<file path="src/rtl/gppo_pkg.sv">
// Purpose: shared constants and types of the grouped pulse pattern output
// Assumes: 32-bit axi4-lite register bus, 100 MHz aclk
// Notes: byte offsets of all registers live here
package gppo_pkg;
  localparam int GPPO_NGRP = 4;
  localparam int GPPO_GW = 4;
  localparam int GPPO_TW = 16;
  localparam int GPPO_AW = 8;
  // register byte offsets
  localparam logic [7:0] OFS_MODE = 8'h00;
  localparam logic [7:0] OFS_TRIG = 8'h04;
  localparam logic [7:0] OFS_OE_HI = 8'h08;
  localparam logic [7:0] OFS_OE_LO = 8'h0c;
  localparam logic [7:0] OFS_NXT_HI = 8'h10;
  localparam logic [7:0] OFS_NXT_LO = 8'h14;
  localparam logic [7:0] OFS_CUR_HI = 8'h18;
  localparam logic [7:0] OFS_CUR_LO = 8'h1c;
  localparam logic [7:0] OFS_RUN = 8'h20;
  localparam logic [7:0] OFS_IEN = 8'h24;
  localparam logic [7:0] OFS_FLG = 8'h28;
  localparam logic [7:0] OFS_DIR_HI = 8'h2c;
  localparam logic [7:0] OFS_DIR_LO = 8'h30;
  // compare block: 0x40 + 8*ch, a at +0, b at +4
  localparam logic [2:0] CMP_PAGE = 3'b010;
  localparam int CMP_CH_LSB = 3;
  localparam int CMP_SEL_BIT = 2;
  // reset values
  localparam logic [7:0] RST_TRIG = 8'he4;
  localparam logic [15:0] RST_CMP = 16'hffff;
  localparam logic [15:0] RST_CNT = 16'h0000;
  // bus responses
  localparam logic [1:0] RESP_OKAY = 2'b00;
  localparam logic [1:0] RESP_SLVERR = 2'b10;

  typedef struct packed {
    logic [GPPO_TW-1:0] a;
    logic [GPPO_TW-1:0] b;
  } gppo_cmp_t;

  typedef struct packed {
    logic match_a;
    logic match_b;
  } gppo_evt_t;

  typedef enum logic {
    NOV_IDLE = 1'b0,
    NOV_WAIT = 1'b1
  } gppo_nov_t;
endpackage

</file>
<file path="src/rtl/gppo_timer.sv">
// Purpose: one companion timer channel with compare a and b
// Assumes: counts every aclk while run is high
// Notes: compare b clears the counter, so the period is b+1 cycles
`timescale 1ns/1ps
module gppo_timer
  import gppo_pkg::*;
(
  // clock and reset
  input wire logic aclk,
  input wire logic aresetn,
  // control
  input wire logic run,
  input wire gppo_cmp_t cmp,
  input wire logic clr_a,
  input wire logic clr_b,
  // status
  output gppo_evt_t evt,
  output logic flag_a,
  output logic flag_b
);
  logic [GPPO_TW-1:0] cnt_q;
  logic flag_a_q;
  logic flag_b_q;

  assign evt.match_a = run && (cnt_q == cmp.a);
  assign evt.match_b = run && (cnt_q == cmp.b);
  assign flag_a = flag_a_q;
  assign flag_b = flag_b_q;

  always_ff @(posedge aclk)
  begin
    if (!aresetn)
    begin
      cnt_q <= RST_CNT;
    end
    else if (evt.match_b)
    begin
      cnt_q <= RST_CNT;
    end
    else if (run)
    begin
      cnt_q <= cnt_q + GPPO_TW'(1);
    end
  end

  // set wins over a clear in the same cycle
  always_ff @(posedge aclk)
  begin
    if (!aresetn)
    begin
      flag_a_q <= 1'b0;
      flag_b_q <= 1'b0;
    end
    else
    begin
      flag_a_q <= evt.match_a | (flag_a_q & ~clr_a);
      flag_b_q <= evt.match_b | (flag_b_q & ~clr_b);
    end
  end
endmodule

</file>
<file path="src/rtl/gppo_group.sv">
// Purpose: one 4-bit pattern group with normal and non-overlap update
// Assumes: trig_b and trig_a are one-cycle pulses of the selected timer
// Notes: in non-overlap mode falling bits change at b, rising bits at a
`timescale 1ns/1ps
module gppo_group
  import gppo_pkg::*;
(
  // clock and reset
  input wire logic aclk,
  input wire logic aresetn,
  // triggers and setup
  input wire logic trig_b,
  input wire logic trig_a,
  input wire logic nonoverlap,
  input wire logic [GPPO_GW-1:0] en,
  input wire logic [GPPO_GW-1:0] nxt,
  // software preload
  input wire logic sw_we,
  input wire logic [GPPO_GW-1:0] sw_data,
  // pattern
  output logic [GPPO_GW-1:0] cur
);
  gppo_nov_t st_q;
  gppo_nov_t st_d;
  logic [GPPO_GW-1:0] cur_q;
  logic [GPPO_GW-1:0] cur_d;
  logic [GPPO_GW-1:0] pend_q;
  logic [GPPO_GW-1:0] pend_d;
  logic [GPPO_GW-1:0] base;

  assign cur = cur_q;

  always_comb
  begin
    base = sw_we ? sw_data : cur_q;
    st_d = st_q;
    pend_d = pend_q;
    case (st_q)
      NOV_WAIT:
      begin
        if (trig_a)
        begin
          base = base | pend_q;
          st_d = NOV_IDLE;
        end
      end
      default:
      begin
      end
    endcase
    cur_d = base;
    if (trig_b)
    begin
      if (nonoverlap)
      begin
        cur_d = base & ~(en & ~nxt);
        pend_d = en & nxt & ~base;
        st_d = NOV_WAIT;
      end
      else
      begin
        cur_d = (base & ~en) | (nxt & en);
      end
    end
  end

  always_ff @(posedge aclk)
  begin
    if (!aresetn)
    begin
      st_q <= NOV_IDLE;
      cur_q <= '0;
      pend_q <= '0;
    end
    else
    begin
      st_q <= st_d;
      cur_q <= cur_d;
      pend_q <= pend_d;
    end
  end
endmodule

</file>
<file path="src/rtl/gppo_top.sv">
// Purpose: grouped pulse pattern output with four companion timers
// Assumes: axi4-lite slave, single clock, synchronous active-low reset
// Notes: reads answer one cycle after they are taken, writes two cycles after
//
// The AXI4-Lite interface to the registers and the register addresses are this design's own decisions.
`timescale 1ns/1ps
module gppo_top
  import gppo_pkg::*;
(
  // clock and reset
  input wire logic aclk,
  input wire logic aresetn,
  // axi4-lite write address
  input wire logic awvalid,
  output logic awready,
  input wire logic [GPPO_AW-1:0] awaddr,
  input wire logic [2:0] awprot,
  // axi4-lite write data
  input wire logic wvalid,
  output logic wready,
  input wire logic [31:0] wdata,
  input wire logic [3:0] wstrb,
  // axi4-lite write response
  output logic bvalid,
  input wire logic bready,
  output logic [1:0] bresp,
  // axi4-lite read
  input wire logic arvalid,
  output logic arready,
  input wire logic [GPPO_AW-1:0] araddr,
  input wire logic [2:0] arprot,
  output logic rvalid,
  input wire logic rready,
  output logic [31:0] rdata,
  output logic [1:0] rresp,
  // pattern pins
  output logic [15:0] pattern_out_pins,
  output logic [15:0] pattern_out_oe,
  // compare a interrupt per timer
  output logic [GPPO_NGRP-1:0] compare_a_irq
);
  // register state
  logic [GPPO_NGRP-1:0] overlap_mode_select_q;
  logic [7:0] group_trigger_select_q;
  logic [7:0] upper_output_enable_q;
  logic [7:0] lower_output_enable_q;
  logic [7:0] upper_next_pattern_q;
  logic [7:0] lower_next_pattern_q;
  logic [7:0] upper_port_direction_q;
  logic [7:0] lower_port_direction_q;
  logic [GPPO_NGRP-1:0] timer_run_control_q;
  logic [GPPO_NGRP-1:0] timer_irq_enable_q;
  gppo_cmp_t cmp_q [GPPO_NGRP];

  // bus state
  logic aw_full_q;
  logic [GPPO_AW-1:0] aw_addr_q;
  logic w_full_q;
  logic [31:0] w_data_q;
  logic [3:0] w_strb_q;
  logic bvalid_q;
  logic [1:0] bresp_q;
  logic rvalid_q;
  logic [31:0] rdata_q;
  logic [1:0] rresp_q;

  // block status
  logic [15:0] cur_pat;
  logic [GPPO_NGRP-1:0] flg_a;
  logic [GPPO_NGRP-1:0] flg_b;
  gppo_evt_t evt [GPPO_NGRP];

  function automatic logic addr_hit(input logic [GPPO_AW-1:0] a);
    logic [GPPO_AW-1:0] w;
    w = {a[GPPO_AW-1:2], 2'b00};
    addr_hit = (w == OFS_MODE) || (w == OFS_TRIG) || (w == OFS_OE_HI) ||
      (w == OFS_OE_LO) || (w == OFS_NXT_HI) || (w == OFS_NXT_LO) ||
      (w == OFS_CUR_HI) || (w == OFS_CUR_LO) || (w == OFS_RUN) ||
      (w == OFS_IEN) || (w == OFS_FLG) || (w == OFS_DIR_HI) ||
      (w == OFS_DIR_LO) || (w[7:5] == CMP_PAGE);
  endfunction

  function automatic logic [31:0] rd_mux(input logic [GPPO_AW-1:0] a);
    logic [GPPO_AW-1:0] w;
    logic [1:0] ch;
    w = {a[GPPO_AW-1:2], 2'b00};
    ch = a[CMP_CH_LSB+1:CMP_CH_LSB];
    rd_mux = 32'h0000_0000;
    if (w[7:5] == CMP_PAGE)
    begin
      rd_mux[15:0] = a[CMP_SEL_BIT] ? cmp_q[ch].b : cmp_q[ch].a;
    end
    else
    begin
      case (w)
        OFS_MODE: rd_mux[3:0] = overlap_mode_select_q;
        OFS_TRIG: rd_mux[7:0] = group_trigger_select_q;
        OFS_OE_HI: rd_mux[7:0] = upper_output_enable_q;
        OFS_OE_LO: rd_mux[7:0] = lower_output_enable_q;
        OFS_NXT_HI: rd_mux[7:0] = upper_next_pattern_q;
        OFS_NXT_LO: rd_mux[7:0] = lower_next_pattern_q;
        OFS_CUR_HI: rd_mux[7:0] = cur_pat[15:8];
        OFS_CUR_LO: rd_mux[7:0] = cur_pat[7:0];
        OFS_RUN: rd_mux[3:0] = timer_run_control_q;
        OFS_IEN: rd_mux[3:0] = timer_irq_enable_q;
        OFS_FLG: rd_mux[7:0] = {flg_b, flg_a};
        OFS_DIR_HI: rd_mux[7:0] = upper_port_direction_q;
        OFS_DIR_LO: rd_mux[7:0] = lower_port_direction_q;
        default: rd_mux = 32'h0000_0000;
      endcase
    end
  endfunction

  // write path decode
  wire do_wr = aw_full_q && w_full_q && !bvalid_q;
  wire [GPPO_AW-1:0] wa = {aw_addr_q[GPPO_AW-1:2], 2'b00};
  wire [31:0] bmask = {{8{w_strb_q[3]}}, {8{w_strb_q[2]}},
    {8{w_strb_q[1]}}, {8{w_strb_q[0]}}};
  logic [31:0] wr_old;
  // old register value, so the merge follows every register change
  always_comb
  begin
    wr_old = rd_mux(aw_addr_q);
  end
  wire [31:0] wv = (wr_old & ~bmask) | (w_data_q & bmask);
  wire we_mode = do_wr && (wa == OFS_MODE);
  wire we_trig = do_wr && (wa == OFS_TRIG);
  wire we_oe_hi = do_wr && (wa == OFS_OE_HI);
  wire we_oe_lo = do_wr && (wa == OFS_OE_LO);
  wire we_nxt_hi = do_wr && (wa == OFS_NXT_HI);
  wire we_nxt_lo = do_wr && (wa == OFS_NXT_LO);
  wire we_cur_hi = do_wr && (wa == OFS_CUR_HI);
  wire we_cur_lo = do_wr && (wa == OFS_CUR_LO);
  wire we_run = do_wr && (wa == OFS_RUN);
  wire we_ien = do_wr && (wa == OFS_IEN);
  wire we_flg = do_wr && (wa == OFS_FLG);
  wire we_dir_hi = do_wr && (wa == OFS_DIR_HI);
  wire we_dir_lo = do_wr && (wa == OFS_DIR_LO);
  wire we_cmp = do_wr && (wa[7:5] == CMP_PAGE);
  wire [1:0] wch = aw_addr_q[CMP_CH_LSB+1:CMP_CH_LSB];
  wire wsel_b = aw_addr_q[CMP_SEL_BIT];
  wire [GPPO_NGRP-1:0] clr_a = we_flg ? wv[3:0] : 4'h0;
  wire [GPPO_NGRP-1:0] clr_b = we_flg ? wv[7:4] : 4'h0;
  wire rd_take = arvalid && !rvalid_q;

  // handshakes
  assign awready = !aw_full_q;
  assign wready = !w_full_q;
  assign bvalid = bvalid_q;
  assign bresp = bresp_q;
  assign arready = !rvalid_q;
  assign rvalid = rvalid_q;
  assign rdata = rdata_q;
  assign rresp = rresp_q;

  always_ff @(posedge aclk)
  begin
    if (!aresetn)
    begin
      aw_full_q <= 1'b0;
      aw_addr_q <= '0;
    end
    else if (awvalid && !aw_full_q)
    begin
      aw_full_q <= 1'b1;
      aw_addr_q <= awaddr;
    end
    else if (do_wr)
    begin
      aw_full_q <= 1'b0;
    end
  end

  always_ff @(posedge aclk)
  begin
    if (!aresetn)
    begin
      w_full_q <= 1'b0;
      w_data_q <= '0;
      w_strb_q <= '0;
    end
    else if (wvalid && !w_full_q)
    begin
      w_full_q <= 1'b1;
      w_data_q <= wdata;
      w_strb_q <= wstrb;
    end
    else if (do_wr)
    begin
      w_full_q <= 1'b0;
    end
  end

  always_ff @(posedge aclk)
  begin
    if (!aresetn)
    begin
      bvalid_q <= 1'b0;
      bresp_q <= RESP_OKAY;
    end
    else if (do_wr)
    begin
      bvalid_q <= 1'b1;
      bresp_q <= addr_hit(aw_addr_q) ? RESP_OKAY : RESP_SLVERR;
    end
    else if (bready)
    begin
      bvalid_q <= 1'b0;
    end
  end

  always_ff @(posedge aclk)
  begin
    if (!aresetn)
    begin
      rvalid_q <= 1'b0;
      rdata_q <= '0;
      rresp_q <= RESP_OKAY;
    end
    else if (rd_take)
    begin
      rvalid_q <= 1'b1;
      rdata_q <= rd_mux(araddr);
      rresp_q <= addr_hit(araddr) ? RESP_OKAY : RESP_SLVERR;
    end
    else if (rready)
    begin
      rvalid_q <= 1'b0;
    end
  end

  // control registers
  always_ff @(posedge aclk)
  begin
    if (!aresetn)
    begin
      overlap_mode_select_q <= '0;
      group_trigger_select_q <= RST_TRIG;
      upper_output_enable_q <= '0;
      lower_output_enable_q <= '0;
      upper_next_pattern_q <= '0;
      lower_next_pattern_q <= '0;
      upper_port_direction_q <= '0;
      lower_port_direction_q <= '0;
      timer_run_control_q <= '0;
      timer_irq_enable_q <= '0;
    end
    else
    begin
      if (we_mode) overlap_mode_select_q <= wv[3:0];
      if (we_trig) group_trigger_select_q <= wv[7:0];
      if (we_oe_hi) upper_output_enable_q <= wv[7:0];
      if (we_oe_lo) lower_output_enable_q <= wv[7:0];
      if (we_nxt_hi) upper_next_pattern_q <= wv[7:0];
      if (we_nxt_lo) lower_next_pattern_q <= wv[7:0];
      if (we_dir_hi) upper_port_direction_q <= wv[7:0];
      if (we_dir_lo) lower_port_direction_q <= wv[7:0];
      if (we_run) timer_run_control_q <= wv[3:0];
      if (we_ien) timer_irq_enable_q <= wv[3:0];
    end
  end

  wire [15:0] en_all = {upper_output_enable_q, lower_output_enable_q};
  wire [15:0] nxt_all = {upper_next_pattern_q, lower_next_pattern_q};
  wire [15:0] cur_wdat = {wv[7:0], wv[7:0]};
  wire [15:0] cur_we = {{8{we_cur_hi}}, {8{we_cur_lo}}};

  // driven only where direction is output
  assign pattern_out_pins = cur_pat;
  assign pattern_out_oe = {upper_port_direction_q, lower_port_direction_q};
  assign compare_a_irq = flg_a & timer_irq_enable_q;

  genvar g;
  generate
    for (g = 0; g < GPPO_NGRP; g++)
    begin : gen_ch
      wire [1:0] sel = group_trigger_select_q[2*g+1:2*g];

      always_ff @(posedge aclk)
      begin
        if (!aresetn)
        begin
          cmp_q[g] <= {RST_CMP, RST_CMP};
        end
        else if (we_cmp && (wch == 2'(g)))
        begin
          if (wsel_b) cmp_q[g].b <= wv[15:0];
          else cmp_q[g].a <= wv[15:0];
        end
      end

      gppo_timer u_tmr (
        .aclk(aclk),
        .aresetn(aresetn),
        .run(timer_run_control_q[g]),
        .cmp(cmp_q[g]),
        .clr_a(clr_a[g]),
        .clr_b(clr_b[g]),
        .evt(evt[g]),
        .flag_a(flg_a[g]),
        .flag_b(flg_b[g])
      );

      gppo_group u_grp (
        .aclk(aclk),
        .aresetn(aresetn),
        .trig_b(evt[sel].match_b),
        .trig_a(evt[sel].match_a),
        .nonoverlap(overlap_mode_select_q[g]),
        .en(en_all[4*g+3:4*g]),
        .nxt(nxt_all[4*g+3:4*g]),
        .sw_we(cur_we[4*g]),
        .sw_data(cur_wdat[4*g+3:4*g]),
        .cur(cur_pat[4*g+3:4*g])
      );
    end
  endgenerate
endmodule

</file>
<file path="config.mk">
export PLATFORM = sky130hd
export DESIGN_NAME = gppo_top
export DESIGN_NICKNAME = d
export VERILOG_FILES = /design/src/rtl/gppo_pkg.sv /design/src/rtl/gppo_timer.sv /design/src/rtl/gppo_group.sv /design/src/rtl/gppo_top.sv
export SDC_FILE = /design/constraint.sdc
export NUM_CORES = 1
export LEC_CHECK = 0
export BUFFER_PORTS_ARGS = -buffer_cell sky130_fd_sc_hd__buf_2
export CORE_AREA = 2 2 185 187
export DETAILED_ROUTE_END_ITERATION = 10
export DIE_AREA = 0 0 187 189
export HOLD_SLACK_MARGIN = 0.02
export PLACE_DENSITY = 0.89
export SYNTH_ARGS = -nofsm -noshare
export SYNTH_HDL_FRONTEND = slang
export SYNTH_HIERARCHICAL = 1
export SYNTH_SLANG_ARGS = --single-unit
</file>
<file path="constraint.sdc">
create_clock -name aclk -period 4.1 [get_ports aclk]
set_clock_uncertainty 0.2 [all_clocks]
set_input_delay 0.41 -clock aclk [delete_from_list [all_inputs] [get_ports aclk]]
set_output_delay 0.41 -clock aclk [all_outputs]
set_load 0.1 [all_outputs]
</file>
Word level (Yosys, flattened, before mapping):

Memories as Yosys holds them, arrays and structs flattened. A register that Yosys moved wholly into a read port is not among the register bits.
Index checks and enable logic that the tools add are counted.

* memories: 1
* word-level logic and storage cells: 357
* output and inout port bits: 77
* bits of input ports: 65
* register bits after elaboration: 226
* memory bits (writable): 128

* multiplexer cells: 104
* bitwise operators: 86
* $lt $le $gt $ge: 4
* equality and inequality tests: 37
* reduce and logical (&&, ||, !) cells: 77
* add/subtract/negate cells: 4

Memory list
* cmp_q: words 4, bits a word 32, rd ports 6, clocked after Yosys merged registers in 1, wr ports 4, RTL line gppo_top.sv:53 `gppo_cmp_t cmp_q [GPPO_NGRP];`

Operators with widths (number)
* 16-bit 2-to-1 mux: 12
* 16-bit == test: 8
* 4-bit case mux with 13 select lines: 2
* 4-bit 2-to-1 mux: 22
* 4-bit bitwise AND: 21
* 4-bit case mux with 10 select lines: 2
* 16-bit by 1-bit adder with 16-bit output (second input constant): 4
* 4-bit inverter: 16
* 6-bit by 4-bit == test with 1-bit output (second input constant): 10
* 1-bit 2-to-1 mux: 50
* 6-bit by 3-bit == test with 1-bit output (second input constant): 8
* 16-bit bitwise AND: 2
* 4-bit bitwise OR: 8
* 1-bit logical AND: 31
* 1-bit logical OR: 26
* 6-bit by 2-bit == test with 1-bit output (second input constant): 4
* 2-bit 2-to-1 mux: 12
* 2-bit binary-select mux with 2-bit select: 4
* 16-bit inverter: 1
* 1-bit bitwise OR: 16
* 16-bit bitwise OR: 1
* 6-bit by 1-bit == test with 1-bit output (second input constant): 2
* 3-bit >= comparator (second input constant): 4
* 6-bit zero test: 2
* 12 further kinds: 44

Longest topological paths before layout:

Gate-level depths: netlist of the first run.

* word-level depth: 15
* gate-level depth with buffers: 11
* gate-level depth less buffers: 8

Cells and area by module:

Netlist of the first run, hierarchy kept.

Modules (own cells, without submodules)
* gppo_top: seq. area each 6165.9 µm², area an instance 13120.1 µm², cells each 1185, instances 1
* gppo_timer (gen_ch[0].u_tmr ...): seq. area each 360.3 µm², area an instance 1390.1 µm², cells each 163, instances 3
* gppo_group: seq. area each 180.2 µm², area an instance 434.2 µm², cells each 48, instances 4
* gppo_timer (gen_ch[3].u_tmr): seq. area each 360.3 µm², area an instance 1174.9 µm², cells each 138, instances 1

Worst setup path after synthesis of the first run:

OpenSTA, ideal clock, no wires.

* kind: register to register
* from: register bvalid_q (netlist: bvalid)
* to: memory cmp_q[0][0] (netlist bit), enable pin
* library setup time: 0.411 ns
* setup slack: 0.734 ns
* arrival: 2.754 ns
* cell stages (with the launch flop): 5
* cell sequence: dfxtp_1 > nand3b_1 > clkbuf_1 > or3_1 > o21ai_0

RTL lines
* start, declared: RTL line gppo_top.sv:61 `logic bvalid_q;`
* start signal, assigned: RTL line gppo_top.sv:198 `bvalid_q <= 1'b0;`
* start signal, assigned: RTL line gppo_top.sv:203 `bvalid_q <= 1'b1;`
* start signal, assigned: RTL line gppo_top.sv:208 `bvalid_q <= 1'b0;`
* end, declared: RTL line gppo_top.sv:53

Final worst setup path of the first run:

* from: register aw_addr_q[2]
* to: register gen_ch[1].u_tmr.flag_b_q

* word-level cells in the longest chain between the ends: 9
* elaborated cells between the ends (all ways): 20
* classes of those cells: 10 x eq/ne; 4 x mux; 5 x bitwise; 1 x reduce/logical

Ends and longest elaborated chain
* start, declared: RTL line gppo_top.sv:57 `logic [GPPO_AW-1:0] aw_addr_q;`
* start signal, assigned: RTL line gppo_top.sv:166 `aw_addr_q <= awaddr;`
* 6-bit by 4-bit == test with 1-bit output, or another cell as far along: RTL line gppo_top.sv:95 `case (w)`
* 4-bit case mux with 10 select lines: RTL line gppo_top.sv:95
* 16-bit 2-to-1 mux: RTL line gppo_top.sv:89 `if (w[7:5] == CMP_PAGE)`
* 16-bit bitwise AND: RTL line gppo_top.sv:125 `wire [31:0] wv = (wr_old & ~bmask) | (w_data_q & bmask);`
* 16-bit bitwise OR: RTL line gppo_top.sv:125
* 4-bit 2-to-1 mux *: RTL line gppo_top.sv:143 `wire [GPPO_NGRP-1:0] clr_b = we_flg ? wv[7:4] : 4'h0;`
* net clr_b[1]: RTL line gppo_top.sv:143
* 1-bit inverter *: RTL line gppo_timer.sv:57 `flag_b_q <= evt.match_b | (flag_b_q & ~clr_b);`
* 1-bit bitwise AND *: RTL line gppo_timer.sv:57
* 1-bit bitwise OR *: RTL line gppo_timer.sv:57
* end signal, assigned: RTL line gppo_timer.sv:57
* end, declared: RTL line gppo_timer.sv:23 `logic flag_b_q;`

Mark *: on every way through the listed nets, which the timed path passes. The rest lies on a longest branch.
A chain may end at the register's enable or synchronous reset.

==> results of run 1 <==
## per-layer routing
metal | global-route usage | routed length (um) | share of wire
met1 | 0.523 | 24900 | 0.35
met2 | 0.599 | 30300 | 0.42
met5 | 0 | 13 | 0.00018
met3 | 0.140 | 11500 | 0.16
met4 | 0.234 | 5120 | 0.071
## path summary, 6_finish.rpt
path | startpoint | endpoint | slack (ps)
worst max-delay path | aw_addr_q[2]$_SDFFE_PN0P_ | gen_ch[1].u_tmr/flag_b$_SDFF_PN0_ | 390
worst min-delay path | araddr[5] | rresp[1]$_SDFFE_PN0P_ | 30
worst max register to register | aw_addr_q[2]$_SDFFE_PN0P_ | gen_ch[1].u_tmr/flag_b$_SDFF_PN0_ | 390
worst min register to register | w_data_q[5]$_SDFFE_PN0P_ | w_data_q[5]$_SDFFE_PN0P_ | 260
## what timing repair did
action | 4_1_cts | 5_1_grt
setup buffers | 0 | 0
hold buffers | 30 | 0
gates resized for setup | 0 | 0
endpoints found under the hold margin | 36 | 0
## synth_stat cells (6+ instances only)
cell type	number	share of area
nand3_1	112	0.028
and3_1	15	0.0046
a211oi_1	46	0.017
a31oi_1	38	0.012
o21ai_0	86	0.021
a22oi_1	17	0.0063
nor2b_1	31	0.0096
a32o_1	17	0.0084
nand2_1	290	0.054
mux4_2	80	0.089
and2_1	29	0.0090
buf_1	7	0.0013
edfxtp_1	128	0.19
mux2_2	12	0.0067
a21boi_0	24	0.0089
a21oi_1	41	0.010
nor4_1	42	0.013
a22oi_2	8	0.0050
a31o_2	8	0.0035
inv_1	23	0.0043
mux2i_1	25	0.012
nand2b_1	8	0.0025
clkbuf_1	80	0.015
nand3b_1	21	0.0078
buf_2	32	0.0079
buf_4	39	0.014
nor3b_1	7	0.0026
nor3_1	20	0.0050
a222oi_1	6	0.0030
a221oi_1	20	0.0087
nor2_1	51	0.0095
a32oi_1	14	0.0061
dfxtp_1	224	0.22
nand4_1	36	0.011
xor2_1	81	0.035
and4_1	24	0.010
o21a_1	7	0.0026
buf_6	20	0.011
o31ai_1	13	0.0048
xnor2_1	104	0.045
## cells by family after synthesis
kind of cell               synth area share
AOI/OAI and AO/OA                     0.142
DFF                                   0.412
and+or+nand+nor                       0.199
muxes                                 0.109
other                              0.000186
xor gates and xnor gates             0.0802
adders and majority gates           0.00248
buffers and inverters                0.0550
## area by class of cell
| class | instances | area, um^2 | area share |
|---|---|---|---|
| Sequential cell | 352 | 8330 | 0.371 |
| Clock inverter | 18 | 211 | 0.00942 |
| Timing Repair Buffer | 185 | 1230 | 0.0547 |
| Tap cell | 448 | 561 | 0.0250 |
| Clock buffer | 56 | 1170 | 0.0521 |
| Inverter | 27 | 101 | 0.00452 |
| Multi-Input combinational cell | 1463 | 10800 | 0.483 |
## power breakdown
group / switching (mW) / leakage [nW] / internal, mW / total [mW]
clock network: 1.53 / 0.674 / 2.26 / 3.79
registers: 0.0622 / 2.68 / 3.64 / 3.71
logic: 0.581 / 3.63 / 0.196 / 0.777
total: 2.17 / 6.99 / 6.10 / 8.27
## state kept, by name, indices dropped and copies added, names as in the netlist, 4 cells and up, named ones only
signal	count
cmp_q	128
rdata	16
lower_next_pattern_q	8
aw_addr_q	6
group_trigger_select_q	8
gen_ch.u_grp/cur	16
gen_ch.u_grp/pend_q	16
gen_ch.u_tmr/flag_a	4
gen_ch.u_tmr/flag_b	4
gen_ch.u_grp/st_q	4
timer_run_control_q	4
overlap_mode_select_q	4
upper_output_enable_q	8
w_data_q	16
upper_port_direction_q	8
upper_next_pattern_q	8
gen_ch.u_tmr/cnt_q	64
lower_port_direction_q	8
lower_output_enable_q	8
timer_irq_enable_q	4
## metrics by stage
step | std cells | power [mW]
6_report | 2549 | 8.27
5_1_grt | 2549 | 8.42
4_1_cts | 2549 | 8.22
3_5_place_dp | 2445 | 4.49
3_3_place_gp | 2445 | 4.48
2_1_floorplan | 2021 | 4.30
## worst max-delay path: cells and delay by family (launching register included)
kind | cells | cell delay [ps]
buffers and inverters | 1 | 310
AO/OA/AOI/OAI | 4 | 830
flip-flops | 1 | 1050
AND/OR/NAND/NOR | 3 | 1210
==> metrics.cfg, run 1 <==
[clock_network]
clk_pin_slew_worst_paths_ps = 70
tritoncts = done
clockBufferDepth = 3
cts_buffers = 40
cts_root_buf = clkbuf_16
cts_sinks = 352
cts_htree_levels = 2
clk_latency_ps = 590

[global_routing]
antenna_found_initial = 1
grt_remaining_overflow = 0
grt_pass1_wl_um = 108000
grt_max_degree = 120
grt_pass1_vias = 17500
grt_use_total = 0.406

[logic_synthesis]
synthFlopType = dfxtp_1
async_flop_share = 0
syn_area_per_cell_um2 = 10.1
synth_enable_flop_cells = 128
ys_ff_latch = 352
ys_seq_area_frac = 0.412
syn-cell-area_mm2 = 0.0202
ys.warnings.count = 6
yosysUniqueCellTypes = 94
synth_cells = 2004

[pwr]
power_leakage_nw = 6.99
ir_drop_mv = 0.308
p_per_area_mw_per_mm2 = 369

[sta]
hold_violations = 0
relSlewSlack = 0.212
layout_min_cycle_time_ps = 3710
worst_pin_slew_ps = 1180
tns_ps = 0
setup_violations = 0
rsz0062_at_grt = no
finalCritPeriodShare = 0.906
fin_ws_ps = 385
whs_ps = 26.8
slew_viol_final = 0
timing.fmax_mhz = 269

[route]
viasPerCell = 7.24
drcViolationCount = 0
drt_wl_total_um = 71900
firstDrtPassIters = 8
drt-initial-drc-count = 3117
drtAntennaViolNets = 0
vias = 18400
routedWlPerCell_um = 28.2

[die]
start_util = 0.607
die_area_mm2 = 0.0353
die_y_um = 189
die_w_um = 187
ioPinCount = 142
fp.coreArea_mm2 = 0.0333
rows = 67

[placed_design]
place_ws_ps = 791
hpwlAfterDp_um = 50600
dpl-instance-area_mm2 = 0.0208
port_buffers = 95
place.gp.congestion = 1.04

[critical_path]
crit_fanout = 18
slowest_delay_ps = 1050
path_cells = buf_4 > nor2b_2 > a22oi_1 > o211ai_1 > o31ai_2 > nor3_1 > nor3b_1 > a31o_2
reg2regPathDepth = 8
endpoint_kind = flop
arrival_ps = 3980
required_ps = 4360
crit_path_start_kind = flop
critPathSlowestCell = dfxtp_1
path_class = flop to flop

[finish]
final_cell_mix = nand2_1, dfxtp_1, edfxtp_1
utilization = 0.674
final_common_cell = nand2_1
antenna_cells = 0
drive_above_1_share = 0.180
fillCellCount = 2420
area_growth_pct = 11.1
design_area_mm2 = 0.0224
final_nets = 2138

[min_path]
worstHoldPathType = primary input to flop
holdPathStages = 3

[status]
status = completed

[run]
drv_cap = 0

No activity file was read; power rests on OpenSTA's default activity.
==> inputs of run 2 (changes only) <==
- GPL_TIMING_DRIVEN: unset -> 0
==> run 2 against run 1 <==
The flow now finishes with violations (capacitance limit, slew limit); largest power group unchanged; critical path type unchanged; critical endpoint is now gen_ch[3].u_grp/pend_q[0]$_SDFFE_PN0P_; count of clock-buffer cells in the layout down 9; sequential share of layout area down 1.0 points; die area unchanged; critical path depth increased by 1.
==> metrics.cfg, run 2 (synthesis gave the netlist of run 1 again) <==
[status]
status = finished, violations left
violations = capacitance limit, slew limit

[sta]
finalCritPeriodShare = 0.945  ; +0.0395
hold_violations = 0  ; unchanged
tns_ps = 0  ; unchanged
worst_pin_slew_ps = 1540  ; +361 ps
setup_violations = 0  ; unchanged
relSlewSlack = -0.0359  ; -0.248
timing.fmax_mhz = 258  ; -4.2%
layout_min_cycle_time_ps = 3880  ; +162 ps
rsz0062_at_grt = no
slew_viol_final = 5  ; +5

[global_routing]
grt_max_degree = 36  ; -70%
grt_use_total = 0.433  ; +0.0271
grt_pass1_wl_um = 114000  ; +4.8%
grt_remaining_overflow = 0  ; unchanged
antenna_found_initial = 2  ; +1
grt_pass1_vias = 17800  ; +2.0%

[finish]
drive_above_1_share = 0.189  ; +0.00885
final_nets = 2263  ; +5.8%
max_flop_register = cmp_q
design_area_mm2 = 0.0231  ; +2.9%
area_growth_pct = 14.3
fillCellCount = 2464  ; +1.8%
largest_reg_flops = 128  ; unchanged
reg_top3 = cmp_q (128), gen_ch.u_tmr/cnt_q (64)
final_common_cell = nand2_1
final_cell_mix = nand2_1, dfxtp_1, edfxtp_1

[die]
fp.coreArea_mm2 = 0.0333  ; unchanged
die_y_um = 189  ; unchanged
ioPinCount = 142  ; unchanged
rows = 67  ; unchanged
die_w_um = 187  ; unchanged
start_util = 0.607  ; unchanged
die_area_mm2 = 0.0353  ; unchanged

[route]
drcViolationCount = 0  ; unchanged
viasPerCell = 6.98  ; -3.6%
drt_wl_total_um = 76900  ; +6.9%
drt-initial-drc-count = 3253  ; +4.4%
vias = 18700  ; +1.1%
firstDrtPassIters = 9  ; +1
routedWlPerCell_um = 28.8  ; +1.9%
drtAntennaViolNets = 0  ; unchanged

[critical_path]
required_ps = 4370  ; about the same
path_class = flop to flop
crit_top_cell = nor4_1
crit_fanout = 6  ; -12
crit_path_start_kind = flop
slowest_delay_ps = 1220  ; +170 ps
arrival_ps = 4150  ; +170 ps
endpoint_kind = flop
path_cells = clkbuf_1 > xor2_1 > nor4_1 > nand2_1 > nor4_1 > mux4_2 > and2_1 > a221oi_1 > a32o_1
critPathSlowestCell = nor4_1

[placed_design]
port_buffers = 91  ; -4.2%
place.gp.congestion = 1.08  ; +3.4%
hpwlAfterDp_um = 57100  ; +13%
dpl-instance-area_mm2 = 0.0214  ; +3.3%

[pwr]
ir_drop_mv = 0.312  ; +1.3%
power_leakage_nw = 7.31  ; +4.7%
p_per_area_mw_per_mm2 = 358  ; -2.8%

[clock_network]
cts_root_buf = clkbuf_16
cts_buffers = 39  ; -2.5%
post-cts-setup-buffers = 0  ; unchanged
cts_resized = 0  ; unchanged
clk_pin_slew_worst_paths_ps = 60  ; about the same
clockBufferDepth = 3  ; unchanged
tritoncts = done
cts_htree_levels = 2  ; unchanged
clk_latency_ps = 600  ; about the same
cts_sinks = 352  ; unchanged
ctsHoldBuffers = 29  ; -3.3%

[run]
drv_cap = 2  ; +2

[min_path]
worstHoldPathType = primary input to flop

run 2: critical path, delay by kind of cell, from the launching register on:
family / cells / cell delay [ps]
AOI/OAI and AO/OA: 2 / 370
muxes: 1 / 580
DFF: 1 / 310
buffers and inverters: 1 / 320
and+or+nand+nor: 4 / 1840
xor gates and xnor gates: 1 / 140
run 2: layout make-up:
| class | count | area (um^2) | share of cell area |
|---|---|---|---|
| Clock buffer | 47 | 1040 | 0.0449 |
| Antenna cell | 1 | 2.50 | 0.000108 |
| Tap cell | 448 | 561 | 0.0243 |
| Inverter | 27 | 101 | 0.00439 |
| Clock inverter | 25 | 298 | 0.0129 |
| Buffer | 179 | 1010 | 0.0437 |
| Timing Repair Buffer | 132 | 883 | 0.0383 |
| Sequential cell | 352 | 8330 | 0.361 |
| Multi-Input combinational cell | 1463 | 10900 | 0.471 |
run 2: through the flow:
step	setup slack, ps	hold WS [ps]	total power [mW]	utilization	cells
floorplan	734	238	4.30	-	2021
global placement	-236	248	4.54	0.639	2560
detailed placement	261	259	4.56	0.644	2571
CTS	239	51.4	8.19	0.693	2672
global route	268	86.1	8.42	0.694	2673
finish	223	59.4	8.27	0.694	2674
run 2: routing by layer:
metal  track usage  routed length (um)  part of all wire
met1         0.587               28600              0.37
met2         0.632               32100              0.42
met3         0.146               12200              0.16
met4         0.197                3960             0.051
met5             0                   0                 0
run 2: worst paths after layout:
| kind | startpoint | to | slack, ps | cells after the start |
|---|---|---|---|---|
| hold reg to reg | gen_ch[3].u_grp/st_q$_SDFF_PN0_ | gen_ch[3].u_grp/st_q$_SDFF_PN0_ | 270 | 2 |
| setup reg to reg | gen_ch[1].u_tmr/cnt_q[9]$_SDFFE_PP0P_ | gen_ch[3].u_grp/pend_q[0]$_SDFFE_PN0P_ | 220 | 9 |
| hold / removal | araddr[5] | rresp[1]$_SDFFE_PN0P_ | 60 | 3 |
| setup / recovery | gen_ch[1].u_tmr/cnt_q[9]$_SDFFE_PP0P_ | gen_ch[3].u_grp/pend_q[0]$_SDFFE_PN0P_ | 220 | 9 |
run 2: report_power, final:
group	total (mW)	switching, mW	leakage, nW	internal (mW)
clock	3.72	1.57	0.659	2.15
combinational	0.872	0.648	3.97	0.224
sequential	3.68	0.0392	2.68	3.64
